<file path="src/verilog/tao_pkg.sv">
// shared constants and carrier types of the thermal alarm block
package tao_pkg;

  // --------------------------------------------------------------
  // widths
  // --------------------------------------------------------------
  localparam int TEMP_W = 8;
  localparam int ADDR_W = 8;
  localparam int NCH = 2;
  localparam int CH_LOC = 0;
  localparam int CH_REM = 1;
  localparam int STAT_W = 7;
  localparam int PIN_W = 3;

  // --------------------------------------------------------------
  // register offsets (byte addresses)
  // --------------------------------------------------------------
  localparam logic [ADDR_W-1:0] OFF_LOC_TEMP = 8'h00;
  localparam logic [ADDR_W-1:0] OFF_REM_TEMP = 8'h04;
  localparam logic [ADDR_W-1:0] OFF_STATUS = 8'h08;
  localparam logic [ADDR_W-1:0] OFF_CLEAR = 8'h0C;
  localparam logic [ADDR_W-1:0] OFF_ENABLE = 8'h10;
  localparam logic [ADDR_W-1:0] OFF_CONFIG = 8'h14;
  localparam logic [ADDR_W-1:0] OFF_LIM_BASE = 8'h18;
  localparam logic [ADDR_W-1:0] OFF_HYST = 8'h30;
  localparam logic [ADDR_W-1:0] OFF_OFFSET = 8'h34;
  localparam logic [ADDR_W-1:0] OFF_PINS = 8'h38;
  localparam logic [ADDR_W-1:0] LIM_STRIDE = 8'h04;
  localparam logic [ADDR_W-1:0] CH_STRIDE = 8'h0C;

  // --------------------------------------------------------------
  // field positions
  // --------------------------------------------------------------
  localparam int ST_LOC_HIGH = 0;
  localparam int ST_LOC_LOW = 1;
  localparam int ST_OPEN = 2;
  localparam int ST_REM_HIGH = 3;
  localparam int ST_REM_LOW = 4;
  localparam int ST_LOC_FS = 5;
  localparam int ST_REM_FS = 6;
  localparam int CFG_MASK_BIT = 0;
  localparam int CFG_PIN_BIT = 1;
  localparam int PIN_OPEN = 0;
  localparam int PIN_ALARM = 1;
  localparam int PIN_FS = 2;

  // --------------------------------------------------------------
  // reset values
  // --------------------------------------------------------------
  localparam logic [7:0] HYST_RST = 8'h0A;
  localparam logic [TEMP_W-1:0] HIGH_RST = 8'h55;
  localparam logic [TEMP_W-1:0] LOW_RST = 8'h7F;
  localparam logic [TEMP_W-1:0] FS_RST = 8'h5A;
  localparam logic [TEMP_W-1:0] OFFSET_RST = 8'h00;
  localparam logic [STAT_W-1:0] ENABLE_RST = 7'h7F;
  localparam logic [1:0] CFG_RST = 2'h0;
  // arbitrary device address, answered on an alert response read
  localparam logic [6:0] DEV_ADDR_DEF = 7'h2A;
  localparam logic [1:0] RESP_OKAY = 2'h0;
  localparam logic [1:0] RESP_SLVERR = 2'h2;

  // --------------------------------------------------------------
  // carrier types
  // --------------------------------------------------------------
  typedef struct packed {
    logic [TEMP_W-1:0] high;
    logic [TEMP_W-1:0] low;
    logic [TEMP_W-1:0] fs;
  } tao_lim_s;

  typedef struct packed {
    logic high_exc;
    logic low_exc;
    logic fs_on;
    logic sec_on;
  } tao_cmp_s;

  typedef struct packed {
    logic aw_hold;
    logic w_hold;
    logic [ADDR_W-1:0] awaddr;
    logic [7:0] wdata;
    logic wstb0;
    logic bvalid;
    logic [1:0] bresp;
    logic rvalid;
    logic [1:0] rresp;
    logic [31:0] rdata;
    logic [NCH-1:0][TEMP_W-1:0] temp;
    tao_lim_s [NCH-1:0] lim;
    logic [7:0] hyst;
    logic [TEMP_W-1:0] offset;
    logic [STAT_W-1:0] status;
    logic [STAT_W-1:0] enable;
    logic [1:0] cfg;
    logic eval;
    logic alarm_on;
    logic alarm_oe;
    logic fs_oe;
    logic irq;
    logic [PIN_W-1:0] sync1;
    logic [PIN_W-1:0] sync2;
  } tao_state_s;

endpackage

</file>
<file path="src/verilog/tao_chan_cmp.sv">
// limit comparator with hysteresis for one temperature channel
`timescale 1ns/1ps
module tao_chan_cmp
  import tao_pkg::*;
#(
  parameter int W = TEMP_W
)
(
  // clock and reset
  input wire logic i_clk,
  input wire logic i_rst_n,
  // evaluation strobe and operands
  input wire logic i_eval,
  input wire logic [W-1:0] i_temp,
  input wire logic [W-1:0] i_high,
  input wire logic [W-1:0] i_low,
  input wire logic [W-1:0] i_fs,
  input wire logic [7:0] i_hyst,
  // comparison flags
  output tao_cmp_s o_flags
);

  tao_cmp_s st_reg;
  tao_cmp_s st_next;
  logic signed [W+1:0] t_x;
  logic signed [W+1:0] hi_x;
  logic signed [W+1:0] lo_x;
  logic signed [W+1:0] fs_x;
  logic signed [W+1:0] hy_x;

  if (W < 8 || W > 16)
  begin : g_chk
    $error("tao_chan_cmp: W must lie in 8..16");
  end

  // ----------------------------------------------------------------
  // compare on each evaluation strobe
  // ----------------------------------------------------------------
  always_comb
  begin
    t_x = (W+2)'($signed(i_temp));
    hi_x = (W+2)'($signed(i_high));
    lo_x = (W+2)'($signed(i_low));
    fs_x = (W+2)'($signed(i_fs));
    hy_x = (W+2)'($signed({1'b0, i_hyst}));
    st_next = st_reg;
    if (i_eval)
    begin
      st_next.high_exc = t_x > hi_x;
      st_next.low_exc = t_x >= lo_x;
      if (t_x > fs_x)
        st_next.fs_on = 1'b1;
      else if (t_x <= fs_x - hy_x)
        st_next.fs_on = 1'b0;
      if (t_x > hi_x)
        st_next.sec_on = 1'b1;
      else if (t_x <= hi_x - hy_x)
        st_next.sec_on = 1'b0;
    end
  end

  always_ff @(posedge i_clk or negedge i_rst_n)
  begin
    if (!i_rst_n)
      st_reg <= '0;
    else
      st_reg <= st_next;
  end

  assign o_flags = st_reg;

endmodule

</file>
<file path="src/verilog/tao_alarm_top.sv">
// alarm and fail-safe output logic of a two-channel temperature monitor
//
// The AXI4-Lite slave port and the placing of the registers were chosen for this implementation.
`timescale 1ns/1ps
module tao_alarm_top
  import tao_pkg::*;
#(
  parameter logic [6:0] DEV_ADDR = DEV_ADDR_DEF
)
(
  // clock and reset
  input wire logic I_CLK,
  input wire logic I_RST_N,
  // axi4-lite write address and data
  input wire logic I_AWVALID,
  output logic O_AWREADY,
  input wire logic [ADDR_W-1:0] I_AWADDR,
  input wire logic I_WVALID,
  output logic O_WREADY,
  input wire logic [31:0] I_WDATA,
  input wire logic [3:0] I_WSTRB,
  // axi4-lite write response
  output logic O_BVALID,
  input wire logic I_BREADY,
  output logic [1:0] O_BRESP,
  // axi4-lite read
  input wire logic I_ARVALID,
  output logic O_ARREADY,
  input wire logic [ADDR_W-1:0] I_ARADDR,
  output logic O_RVALID,
  input wire logic I_RREADY,
  output logic [31:0] O_RDATA,
  output logic [1:0] O_RRESP,
  // conversion engine
  input wire logic I_CONV_START,
  input wire logic I_CONV_DONE,
  input wire logic [TEMP_W-1:0] I_LOCAL_RESULT,
  input wire logic [TEMP_W-1:0] I_REMOTE_RESULT,
  input wire logic I_DIODE_OPEN,
  // alert response from the bus slave
  input wire logic I_ARA_READ,
  output logic O_ARA_ANSWER,
  output logic [6:0] O_ARA_ADDR,
  // shared pin: limit_alarm_n or secondary_failsafe_n
  input wire logic I_LIMIT_ALARM_N,
  output logic O_LIMIT_ALARM_N,
  output logic O_LIMIT_ALARM_OE,
  // overtemp_failsafe_n pin
  input wire logic I_OVERTEMP_FAILSAFE_N,
  output logic O_OVERTEMP_FAILSAFE_N,
  output logic O_OVERTEMP_FAILSAFE_OE,
  // interrupt
  output logic O_IRQ
);

  // ----------------------------------------------------------------
  // reset synchroniser
  // ----------------------------------------------------------------
  logic [1:0] rst_sync_reg;
  logic rst_n;

  always_ff @(posedge I_CLK or negedge I_RST_N)
  begin
    if (!I_RST_N)
      rst_sync_reg <= 2'h0;
    else
      rst_sync_reg <= {rst_sync_reg[0], 1'b1};
  end

  assign rst_n = rst_sync_reg[1];

  // ----------------------------------------------------------------
  // per-channel comparators
  // ----------------------------------------------------------------
  tao_state_s s_reg;
  tao_state_s s_next;
  tao_cmp_s [NCH-1:0] cmp;

  for (genvar c = 0; c < NCH; c++)
  begin : g_ch
    tao_chan_cmp #(
      .W(TEMP_W)
    ) u_cmp (
      .i_clk(I_CLK),
      .i_rst_n(rst_n),
      .i_eval(s_reg.eval),
      .i_temp(s_reg.temp[c]),
      .i_high(s_reg.lim[c].high),
      .i_low(s_reg.lim[c].low),
      .i_fs(s_reg.lim[c].fs),
      .i_hyst(s_reg.hyst),
      .o_flags(cmp[c])
    );
  end

  // ----------------------------------------------------------------
  // next state
  // ----------------------------------------------------------------
  logic aw_rdy;
  logic w_rdy;
  logic ar_rdy;
  logic do_wr;
  logic wr_hit;
  logic lim_wr;
  logic rd_hit;
  logic [31:0] rd_val;
  logic [STAT_W-1:0] clr;
  logic [STAT_W-1:0] ev;
  logic [TEMP_W:0] sum;
  logic [TEMP_W-1:0] rem_adj;
  logic any_high;
  logic pin_sec;

  always_comb
  begin
    s_next = s_reg;
    aw_rdy = !s_reg.aw_hold && !s_reg.bvalid;
    w_rdy = !s_reg.w_hold && !s_reg.bvalid;
    ar_rdy = !s_reg.rvalid;
    do_wr = s_reg.aw_hold && s_reg.w_hold;
    wr_hit = 1'b0;
    lim_wr = 1'b0;
    rd_hit = 1'b0;
    rd_val = 32'h0;
    clr = '0;
    pin_sec = s_reg.cfg[CFG_PIN_BIT];
    any_high = cmp[CH_LOC].high_exc || cmp[CH_REM].high_exc;

    // pin synchronisers
    s_next.sync1 = {!I_OVERTEMP_FAILSAFE_N, !I_LIMIT_ALARM_N, I_DIODE_OPEN};
    s_next.sync2 = s_reg.sync1;

    // write channel capture
    if (I_AWVALID && aw_rdy)
    begin
      s_next.aw_hold = 1'b1;
      s_next.awaddr = I_AWADDR;
    end
    if (I_WVALID && w_rdy)
    begin
      s_next.w_hold = 1'b1;
      s_next.wdata = I_WDATA[7:0];
      s_next.wstb0 = I_WSTRB[0];
    end
    if (s_reg.bvalid && I_BREADY)
      s_next.bvalid = 1'b0;

    // register write
    if (do_wr)
    begin
      s_next.aw_hold = 1'b0;
      s_next.w_hold = 1'b0;
      s_next.bvalid = 1'b1;
      wr_hit = 1'b1;
      case (s_reg.awaddr)
        OFF_LOC_TEMP, OFF_REM_TEMP, OFF_STATUS, OFF_PINS:
          wr_hit = 1'b1;
        OFF_CLEAR:
          if (s_reg.wstb0)
            clr = s_reg.wdata[STAT_W-1:0];
        OFF_ENABLE:
          if (s_reg.wstb0)
            s_next.enable = s_reg.wdata[STAT_W-1:0];
        OFF_CONFIG:
          if (s_reg.wstb0)
            s_next.cfg = s_reg.wdata[1:0];
        OFF_HYST:
          if (s_reg.wstb0)
          begin
            s_next.hyst = s_reg.wdata;
            lim_wr = 1'b1;
          end
        OFF_OFFSET:
          if (s_reg.wstb0)
            s_next.offset = s_reg.wdata[TEMP_W-1:0];
        default:
          wr_hit = 1'b0;
      endcase
      for (int c = 0; c < NCH; c++)
      begin
        if (s_reg.awaddr == OFF_LIM_BASE + ADDR_W'(c) * CH_STRIDE)
        begin
          wr_hit = 1'b1;
          lim_wr = s_reg.wstb0;
          if (s_reg.wstb0)
            s_next.lim[c].high = s_reg.wdata[TEMP_W-1:0];
        end
        if (s_reg.awaddr == OFF_LIM_BASE + ADDR_W'(c) * CH_STRIDE + LIM_STRIDE)
        begin
          wr_hit = 1'b1;
          lim_wr = s_reg.wstb0;
          if (s_reg.wstb0)
            s_next.lim[c].low = s_reg.wdata[TEMP_W-1:0];
        end
        if (s_reg.awaddr == OFF_LIM_BASE + ADDR_W'(c) * CH_STRIDE + 2 * LIM_STRIDE)
        begin
          wr_hit = 1'b1;
          lim_wr = s_reg.wstb0;
          if (s_reg.wstb0)
            s_next.lim[c].fs = s_reg.wdata[TEMP_W-1:0];
        end
      end
      s_next.bresp = wr_hit ? RESP_OKAY : RESP_SLVERR;
    end

    // register read
    if (s_reg.rvalid && I_RREADY)
      s_next.rvalid = 1'b0;
    if (I_ARVALID && ar_rdy)
    begin
      rd_hit = 1'b1;
      case (I_ARADDR)
        OFF_LOC_TEMP:
          rd_val = 32'(s_reg.temp[CH_LOC]);
        OFF_REM_TEMP:
          rd_val = 32'(s_reg.temp[CH_REM]);
        OFF_STATUS:
          rd_val = 32'(s_reg.status);
        OFF_CLEAR:
          rd_val = 32'h0;
        OFF_ENABLE:
          rd_val = 32'(s_reg.enable);
        OFF_CONFIG:
          rd_val = 32'(s_reg.cfg);
        OFF_HYST:
          rd_val = 32'(s_reg.hyst);
        OFF_OFFSET:
          rd_val = 32'(s_reg.offset);
        OFF_PINS:
          rd_val = 32'(s_reg.sync2);
        default:
          rd_hit = 1'b0;
      endcase
      for (int c = 0; c < NCH; c++)
      begin
        if (I_ARADDR == OFF_LIM_BASE + ADDR_W'(c) * CH_STRIDE)
        begin
          rd_hit = 1'b1;
          rd_val = 32'(s_reg.lim[c].high);
        end
        if (I_ARADDR == OFF_LIM_BASE + ADDR_W'(c) * CH_STRIDE + LIM_STRIDE)
        begin
          rd_hit = 1'b1;
          rd_val = 32'(s_reg.lim[c].low);
        end
        if (I_ARADDR == OFF_LIM_BASE + ADDR_W'(c) * CH_STRIDE + 2 * LIM_STRIDE)
        begin
          rd_hit = 1'b1;
          rd_val = 32'(s_reg.lim[c].fs);
        end
      end
      s_next.rvalid = 1'b1;
      s_next.rdata = rd_val;
      s_next.rresp = rd_hit ? RESP_OKAY : RESP_SLVERR;
    end

    // conversion results, remote offset with saturation
    sum = {I_REMOTE_RESULT[TEMP_W-1], I_REMOTE_RESULT} + {s_reg.offset[TEMP_W-1], s_reg.offset};
    if (sum[TEMP_W] != sum[TEMP_W-1])
      rem_adj = {sum[TEMP_W], {(TEMP_W-1){!sum[TEMP_W]}}};
    else
      rem_adj = sum[TEMP_W-1:0];
    if (I_CONV_DONE)
    begin
      s_next.temp[CH_LOC] = I_LOCAL_RESULT;
      s_next.temp[CH_REM] = rem_adj;
    end
    s_next.eval = I_CONV_DONE || lim_wr;

    // sticky status, a set wins over a clear
    ev = '0;
    ev[ST_LOC_HIGH] = cmp[CH_LOC].high_exc;
    ev[ST_LOC_LOW] = cmp[CH_LOC].low_exc;
    ev[ST_REM_HIGH] = cmp[CH_REM].high_exc;
    ev[ST_REM_LOW] = cmp[CH_REM].low_exc;
    ev[ST_LOC_FS] = cmp[CH_LOC].fs_on;
    ev[ST_REM_FS] = cmp[CH_REM].fs_on;
    ev[ST_OPEN] = I_CONV_START && s_reg.sync2[PIN_OPEN];
    s_next.status = (s_reg.status & ~clr) | ev;

    // maskable alarm latch
    if (|(s_reg.status & s_reg.enable) && !s_reg.cfg[CFG_MASK_BIT])
      s_next.alarm_on = 1'b1;
    else if (I_ARA_READ && !any_high && s_next.status == '0)
      s_next.alarm_on = 1'b0;

    // pin drivers
    if (pin_sec)
      s_next.alarm_oe = cmp[CH_LOC].sec_on || cmp[CH_REM].sec_on;
    else
      s_next.alarm_oe = s_reg.alarm_on;
    s_next.fs_oe = cmp[CH_LOC].fs_on || cmp[CH_REM].fs_on;
    s_next.irq = |(s_next.status & s_next.enable);
  end

  // ----------------------------------------------------------------
  // state register
  // ----------------------------------------------------------------
  always_ff @(posedge I_CLK or negedge rst_n)
  begin
    if (!rst_n)
    begin
      s_reg <= '0;
      s_reg.hyst <= HYST_RST;
      s_reg.offset <= OFFSET_RST;
      s_reg.enable <= ENABLE_RST;
      s_reg.cfg <= CFG_RST;
      for (int c = 0; c < NCH; c++)
      begin
        s_reg.lim[c].high <= HIGH_RST;
        s_reg.lim[c].low <= LOW_RST;
        s_reg.lim[c].fs <= FS_RST;
      end
    end
    else
      s_reg <= s_next;
  end

  // ----------------------------------------------------------------
  // outputs
  // ----------------------------------------------------------------
  assign O_AWREADY = aw_rdy;
  assign O_WREADY = w_rdy;
  assign O_BVALID = s_reg.bvalid;
  assign O_BRESP = s_reg.bresp;
  assign O_ARREADY = ar_rdy;
  assign O_RVALID = s_reg.rvalid;
  assign O_RDATA = s_reg.rdata;
  assign O_RRESP = s_reg.rresp;
  assign O_ARA_ANSWER = s_reg.alarm_on && !s_reg.cfg[CFG_PIN_BIT];
  assign O_ARA_ADDR = DEV_ADDR;
  assign O_LIMIT_ALARM_N = 1'b0;
  assign O_LIMIT_ALARM_OE = s_reg.alarm_oe;
  assign O_OVERTEMP_FAILSAFE_N = 1'b0;
  assign O_OVERTEMP_FAILSAFE_OE = s_reg.fs_oe;
  assign O_IRQ = s_reg.irq;

endmodule

</file>
<file path="config.mk">
export PLATFORM = sky130hd
export DESIGN_NAME = tao_alarm_top
export DESIGN_NICKNAME = d
export VERILOG_FILES = /design/src/verilog/tao_pkg.sv /design/src/verilog/tao_chan_cmp.sv /design/src/verilog/tao_alarm_top.sv
export SDC_FILE = /design/constraint.sdc
export NUM_CORES = 1
export LEC_CHECK = 0
export ABC_AREA = 1
export BUFFER_PORTS_ARGS = -buffer_cell sky130_fd_sc_hd__buf_2
export CAP_MARGIN = 30
export CORE_MARGIN = 4
export CORE_UTILIZATION = 40
export DETAILED_ROUTE_END_ITERATION = 16
export PLACE_DENSITY = 0.61
export SLEW_MARGIN = 5
export SYNTH_ARGS = -nofsm -noshare
export SYNTH_HDL_FRONTEND = slang
export SYNTH_SLANG_ARGS = --single-unit
</file>
<file path="constraint.sdc">
create_clock -name I_CLK -period 5.15 [get_ports I_CLK]
set_input_delay 1.03 -clock I_CLK [delete_from_list [all_inputs] [get_ports I_CLK]]
set_output_delay 1.03 -clock I_CLK [all_outputs]
set_load 0.02 [all_outputs]
</file>
==> metrics.md, run 1 <==
| Metric | Value |
|---|---|
| Overflow after GRT | `0` |
| FP Rows | `60` |
| Max-slew violation count | `0` |
| Clock Tree Buf Depth | `2` |
| Clk root buf | `clkbuf_16` |
| I/O pin cnt | `135` |
| Static Leak | `5.97 nW` |
| Worst hold path class | `reg -> reg` |
| Initial antenna violation count | `0` |
| Post-CTS setup buffers | `0` |
| Routability congestion estimate | `0.966` |
| Global-route wire length before repair | `49.6 mm` |
| Ys flop type | `dfrtp_1` |
| Syn Area/Cell | `7.57 um2` |
| Synthesized flop and latch total | `148` |
| Minimum clock period | `3.59 ns` |
| Area grow syn2layout | `10.1%` |
| Worst setup path class | `reg -> reg` |
| Number of flops mapped to enable cells by yosys | `0` |
| Core area | `27100 um2` |
| Sequential fraction of the synthesis area | `34.0%` |
| Multi-input logic area | `6230 um2` |
| Sequential Area | `3760 um2` |
| Final worst-path cycle share | `69.8%` |
| DR iter-0 viols | `626` |
| IO buf count | `72` |
| Gr usage total | `20.7%` |
| Worst Path Max Fanout | `7` |
| Fmax | `278 MHz` |
| Routed wire per std cell | `16.5 um` |
| CTS Sinks | `148` |
| Clk slew on worst S/H paths | `0.07 ns` |
| Final Power | `4.22 mW` |
| Via count | `9646` |
| H-tree levels | `4` |
| DRC | `0` |
| CTS Buf Count | `17` |
| CP endpoint kind | `flop` |
| Number of flip-flops in the largest register | `119` |
| Fillcell total | `2727` |
| Die height | `174 um` |
| Number of global-route vias before repair | `9274` |
| WL final | `31.4 mm` |
| Post-cts sizing count | `0` |
| Post-synth cell types | `47` |
| Die area | `30300 um2` |
| Final setup fails | `0` |
| Worst skew pair latency | `0.43 ns` |
| Detailed Routing Iterations Pass 1 | `5` |
| Post-Syn Area | `11100 um2` |
| Slew margin rel. | `38.5%` |
| Cts hold-fix bufs | `0` |
| Pwr per Cell Area | `347 nW/um2` |
| Worst slew pin tran | `0.919 ns` |
| Highest ir drop seen on vdd | `307 uV` |
| Max Cap Violations | `0` |
| WP data arrival | `3.91 ns` |
| Final net count | `1738` |
| Via density | `5.06` |
| Syn Inst Count | `1460` |
| CTS tree | `done` |
| Synth warn | `0` |
| Largest net degree at the start of global routing | `147` |
| Post-route ant nets | `0` |
| Ys async rst share | `100%` |
| Hold Violations, Final | `0` |
| Critical Path Source Type | `flop` |
| Share of cells above drive strength 1 | `11.2%` |
| RSZ-0062 raised after global routing | `false` |
| Die Span X | `174 um` |
| Total negative slack | `0 ns` |
| Initial core utilization | `40.8%` |
| Outcome | `finished, final reports clean` |
| Worst Clk Skew | `0.00824 ns` |
| Req. time, crit path | `5.46 ns` |
| Final HPWL from detailed placement | `23.6 mm` |
## cells in the mapped netlist (7+ instances only)
cell | number | area [um2]
a21o_1 | 7 | 52.6
o21ai_0 | 127 | 636
nand3_1 | 71 | 355
xor2_1 | 30 | 263
dfrtp_1 | 109 | 2730
clkbuf_1 | 12 | 45.0
a21oi_1 | 96 | 480
nand2_1 | 361 | 1360
inv_1 | 198 | 743
nand4_1 | 30 | 188
nor2_2 | 8 | 50.1
dfstp_2 | 39 | 1020
o211ai_1 | 8 | 60.1
nor2_1 | 95 | 357
nor3_1 | 15 | 75.1
buf_4 | 46 | 345
ha_1 | 132 | 1650
buf_2 | 7 | 35.0
## where the power goes
part           internal (mW)  switching, mW
clock                  0.678          0.549
sequential              1.32          0.197
combinational          0.511          0.963
total                   2.51           1.71
## worst paths after layout
kind | startpoint | endpoint | slack [ns] | cells after the start
worst max-delay path | s_reg[36] | g_ch[1].u_cmp.o_flags[0] | 1.56 | 17
worst min-delay path | s_next[1] | s_reg[1] | 0.35 | 0
worst max register to register | s_reg[36] | g_ch[1].u_cmp.o_flags[0] | 1.56 | 17
worst min register to register | s_next[1] | s_reg[1] | 0.35 | 0
max in group asynchronous | rst_sync_reg[1] | O_RDATA[3] | 4.10 | 1
min in group asynchronous | I_RST_N | rst_sync_reg[1] | 0.37 | 1
## cells in the final DEF (no fill, tap or decap), types with 4 or more instances in the layout
| cell | count |
|---|---|
| fa_1 | 5 |
| a31oi_1 | 5 |
| a21oi_1 | 96 |
| conb_1 | 36 |
| nor4_1 | 5 |
| nor2_4 | 4 |
| ha_1 | 132 |
| nand2_1 | 361 |
| xor2_1 | 30 |
| o211ai_1 | 8 |
| inv_1 | 198 |
| buf_2 | 72 |
| xnor2_1 | 5 |
| a21o_1 | 7 |
| dfstp_2 | 39 |
| nor2_1 | 95 |
| o21a_1 | 5 |
| o311ai_0 | 4 |
| a211oi_1 | 5 |
| o21ai_0 | 127 |
| dfrtp_1 | 108 |
| nand3_1 | 71 |
| inv_6 | 6 |
| clkbuf_16 | 17 |
| nand4_1 | 30 |
| nor3_1 | 15 |
| nor2_2 | 8 |
## metal layers
metal  part of all wire (%)  track usage [%]  vias to the layer above  wire, um
met1                     45             27.5                     4452     14200
met4                    3.2             7.36                        0      1010
met3                    6.1             4.18                       55      1920
li1                       -                -                     4859         -
met2                     45             33.7                      280     14300
met5                      0                0                        -         0
## cell type report
type / instances / area share, %
Antenna cell: 1 / 0.0206
Inverter: 201 / 6.22
Sequential cell: 148 / 30.9
Clock buffer: 17 / 3.50
Tap cell: 372 / 3.83
Clock inverter: 15 / 1.18
Timing Repair Buffer: 73 / 3.13
Multi-Input combinational cell: 1079 / 51.2
## through the flow
step | area [um2] | instances | setup WS [ns] | util, % | hold slack [ns]
finish | 12200 | 1906 | 1.56 | 44.9 | 0.349
CTS | 12200 | 1905 | 1.55 | 44.9 | 0.351
global route | 12200 | 1905 | 1.31 | 44.9 | 0.351
global placement | 11600 | 1873 | 1.61 | 42.8 | 0.333
detailed placement | 11600 | 1873 | 1.57 | 42.8 | 0.336
floorplan | 11200 | 1494 | 0.789 | - | 0.331
## kinds of logic after synthesis
family	synth area share, %
AND/OR/NAND/NOR	23.3
AO/OA/AOI/OAI	13.2
buffers and inverters	10.8
flip-flops	34.0
adder cells (fa/ha/maj)	15.9
XOR/XNOR	2.77
other	0.0680
multiplexers	0.102
## critical path, cell delays in order (launching register included)
cell and delay, ns:
dfstp_2 0.75, inv_1 0.24, ha_1 0.33, nand2_1 0.05
o21ai_0 0.36, nand4_1 0.14, o211ai_1 0.17, a21oi_1 0.10
or2_2 0.28, inv_1 0.06, ha_1 0.26, a21oi_1 0.14
o21a_1 0.13, nand4_1 0.08, o211ai_1 0.16, nand2_1 0.09
nand2_1 0.08, nand2_1 0.05
Note: power is estimated with default switching activity, not from simulation.
==> run 2, diff against run 1 <==
--- a/config.mk
+++ b/config.mk
@@ -11,7 +11,7 @@
 export CORE_MARGIN = 4
 export CORE_UTILIZATION = 40
 export DETAILED_ROUTE_END_ITERATION = 16
-export PLACE_DENSITY = 0.61
+export PLACE_DENSITY = 0.64
 export SLEW_MARGIN = 5
 export SYNTH_ARGS = -nofsm -noshare
 export SYNTH_HDL_FRONTEND = slang
==> constraint.sdc (replaced) <==
create_clock -name I_CLK -period 3 [get_ports I_CLK]
set_input_delay 0.6 -clock I_CLK [delete_from_list [all_inputs] [get_ports I_CLK]]
set_output_delay 0.6 -clock I_CLK [all_outputs]
set_load 0.02 [all_outputs]
==> run 2 against run 1 <==
The run now ends with setup timing left. Global-route usage increased by 0.93 points. Design area increased by 7.8%. Setup slack got worse by 1.6 ns. Fmax increased by 18%. Flip-flop and latch count unchanged. Largest power group is now combinational logic. First-iteration DRC count increased by 26%. Clock skew increased by 0.0026 ns. Routed wire length increased by 5.2%. Critical path type unchanged. Power increased by 85%. Sequential power increased by 72%. Sequential share of layout area decreased by 2.2 points. Non-clock buffer count increased by 76.
==> metrics.md, run 2 (synthesis results as in run 1) <==
| Metric | Value |
|---|---|
| Outcome | `finished, violations left` |
| Failing checks | `setup timing` |
| CTS Buf Count | `17 (unchanged)` |
| FP Rows | `60 (unchanged)` |
| RSZ-0062 raised after global routing | `true` |
| Worst slew pin tran | `0.871 ns (-0.0477 ns)` |
| Share of cells above drive strength 1 | `19.0% (+7.9 points)` |
| Hold WS | `0.273 ns (-0.0755 ns)` |
| H-tree levels | `4 (unchanged)` |
| Worst setup path class | `reg -> reg` |
| Number of flip-flops in the largest register | `119 (unchanged)` |
| Via count | `10100 (+4.8%)` |
| Final Power | `7.81 mW (+85%)` |
| Hold_sp | `I_DIODE_OPEN` |
| Number of global-route vias before repair | `9913 (+6.9%)` |
| Combinational share of power | `39.9% (+5.0 points)` |
| Clk root buf | `clkbuf_16` |
| Fillcell total | `2672 (-2.0%)` |
| DR iter-0 viols | `790 (+26%)` |
| Max Cap Violations | `0 (unchanged)` |
| CTS Sinks | `148 (unchanged)` |
| Post-Place Setup Slack | `-0.215 ns (-1.78 ns)` |
| I/O pin cnt | `135 (unchanged)` |
| Final HPWL from detailed placement | `24.8 mm (+5.1%)` |
| CTS tree | `done` |
| Hold Violations, Final | `0 (unchanged)` |
| Core area | `27100 um2 (unchanged)` |
| Max-slew violation count | `0 (unchanged)` |
| Slew margin rel. | `41.7% (+3.2 points)` |
| Fmax | `329 MHz (+18%)` |
| Commonest non-fill, non-tap cells in the layout | `344 x nand2_1, 192 x inv_1, 120 x ha_1, 112 x o21ai_0, 107 x dfrtp_1` |
| CP endpoint kind | `flop` |
| Static Leak | `6.36 nW (+6.6%)` |
| Detailed Routing Iterations Pass 1 | `5 (unchanged)` |
| Routability congestion estimate | `0.952 (-1.5%)` |
| Worst hold path class | `in -> reg` |
| Clk slew on worst S/H paths | `0.06 ns (about the same)` |
| Initial antenna violation count | `0 (unchanged)` |
| Pwr per Cell Area | `595 nW/um2 (+71%)` |
| Area grow syn2layout | `18.7%` |
| Worst R2R Start | `s_reg[38]` |
| Routed wire per std cell | `16.7 um (+1.3%)` |
| Via density | `5.10 (+0.87%)` |
| Sequential power share | `33.6% (-2.4 points)` |
| Setup WS post-layout | `-0.0422 ns (-1.60 ns)` |
| Req. time, crit path | `3.33 ns (-2.13 ns)` |
| # diodes | `0 (-1)` |
| WL final | `33.0 mm (+5.2%)` |
| DRC | `0 (unchanged)` |
| Die Span X | `174 um (unchanged)` |
| IO buf count | `72 (unchanged)` |
| Worst Path Max Fanout | `4 (-3)` |
| Initial core utilization | `40.8% (unchanged)` |
| Overflow after GRT | `0 (unchanged)` |
| Final net count | `1814 (+4.4%)` |
| Clock Tree Buf Depth | `2 (unchanged)` |
| Sequential Area | `3760 um2 (about the same)` |
| Highest ir drop seen on vdd | `476 uV (+55%)` |
| Clock share of power | `26.5% (-2.6 points)` |
| Worst skew pair latency | `0.44 ns (about the same)` |
| Internal | `4.66 mW (+86%)` |
| Total negative slack | `-0.0843 ns (-0.0843 ns)` |
| Multi-input logic area | `6590 um2 (+5.7%)` |
| Die height | `174 um (unchanged)` |
| Worst Clk Skew | `0.0108 ns (+0.00258 ns)` |
| Sw Pwr | `3.14 mW (+84%)` |
| Minimum clock period | `3.04 ns (-0.552 ns)` |
| Post-route ant nets | `0 (unchanged)` |
| Die area | `30300 um2 (unchanged)` |
| Critical Path Source Type | `flop` |
| Final worst-path cycle share | `101% (+32 points)` |
| Sw Share | `40.2% (-0.24 points)` |
| Most common cell after layout, fill and taps aside | `nand2_1` |
| Largest net degree at the start of global routing | `72 (-51%)` |
| Final setup fails | `3 (+3)` |
| Critical Path Start | `s_reg[38]` |
| Global-route wire length before repair | `52.1 mm (+5.0%)` |
| Gr usage total | `21.7% (+0.93 points)` |
| WP data arrival | `3.37 ns (-0.54 ns)` |
[run 2: cell types whose count changed in the layout (fill, tap and decap cells not counted), sizes merged]
cell,before,now
clkbuf,17,21
inv,208,199
buf,73,148
clkinvlp,2,5
diode,1,0
dlygate4sd3,0,1
clkinv,5,7
[run 2: layout make-up]
class,count,share of cell area (%)
Clock buffer,21,3.44
Clock inverter,11,0.811
Inverter,201,5.83
Multi-Input combinational cell,1079,50.2
Sequential cell,148,28.7
Tap cell,372,3.55
Timing Repair Buffer,149,7.48
[run 2: per-stage QoR]
| stage | instances | util [%] | instance area (um2) |
|---|---|---|---|
| 6_report | 1981 | 48.4 | 13100 |
| 5_1_grt | 1981 | 48.4 | 13100 |
| 4_1_cts | 1978 | 47.4 | 12800 |
| 3_5_place_dp | 1943 | 44.7 | 12100 |
| 3_3_place_gp | 1943 | 44.7 | 12100 |
| 2_1_floorplan | 1494 | - | 11200 |
[run 2: path summary, 6_finish.rpt]
check                                           endpoint  slack [ns]  depth (start not counted)
worst max-delay path            g_ch[0].u_cmp.o_flags[0]       -0.04                         19
worst min-delay path                           s_next[0]        0.27                          1
worst max register to register  g_ch[0].u_cmp.o_flags[0]       -0.04                         19
worst min register to register                     O_IRQ        0.30                          0
max in group asynchronous                      s_reg[71]        1.88                          1
min in group asynchronous                          O_IRQ        0.30                          0
[run 2: routing by layer]
metal | vias up | routed length, um | track usage, %
li1 | 4998 | - | -
met1 | 4731 | 14300 | 28.5
met2 | 307 | 15400 | 35.6
met3 | 77 | 2010 | 3.33
met4 | 0 | 1320 | 9.30
met5 | - | 0 | 0
[run 2: timing repair]
action | CTS | global route
gates resized for setup | 35 | 58
hold buffers | 1 | 0
setup buffers | 2 | 3
endpoints found under the hold margin | 2 | 0
setup endpoints to repair | 4 | 4
pin swaps | 27 | 50
[run 2: power groups by stage]
stage | clock network [mW] | registers (mW) | logic (mW)
after detailed placement | 0 | 2.65 | 2.74
after global placement | 0 | 2.64 | 2.66
after CTS | 2.09 | 2.62 | 2.88
after global routing | 2.17 | 2.66 | 3.52
after floorplan | 0 | 2.53 | 1.87
final | 2.07 | 2.62 | 3.12
[run 2: critical path, cell delays in order (launching register included)]
cell,delay (ns)
dfstp_2,0.55
clkinvlp_4,0.13
buf_12,0.16
ha_4,0.28
nand2_2,0.05
inv_2,0.05
nand4_1,0.09
nand3_2,0.10
nand2_2,0.05
nand2_2,0.07
a21oi_2,0.06
buf_4,0.13
xor2_1,0.14
ha_1,0.33
nand2_2,0.09
buf_4,0.14
nor4_4,0.27
o21ai_2,0.10
nand2_1,0.10
nand2_1,0.05
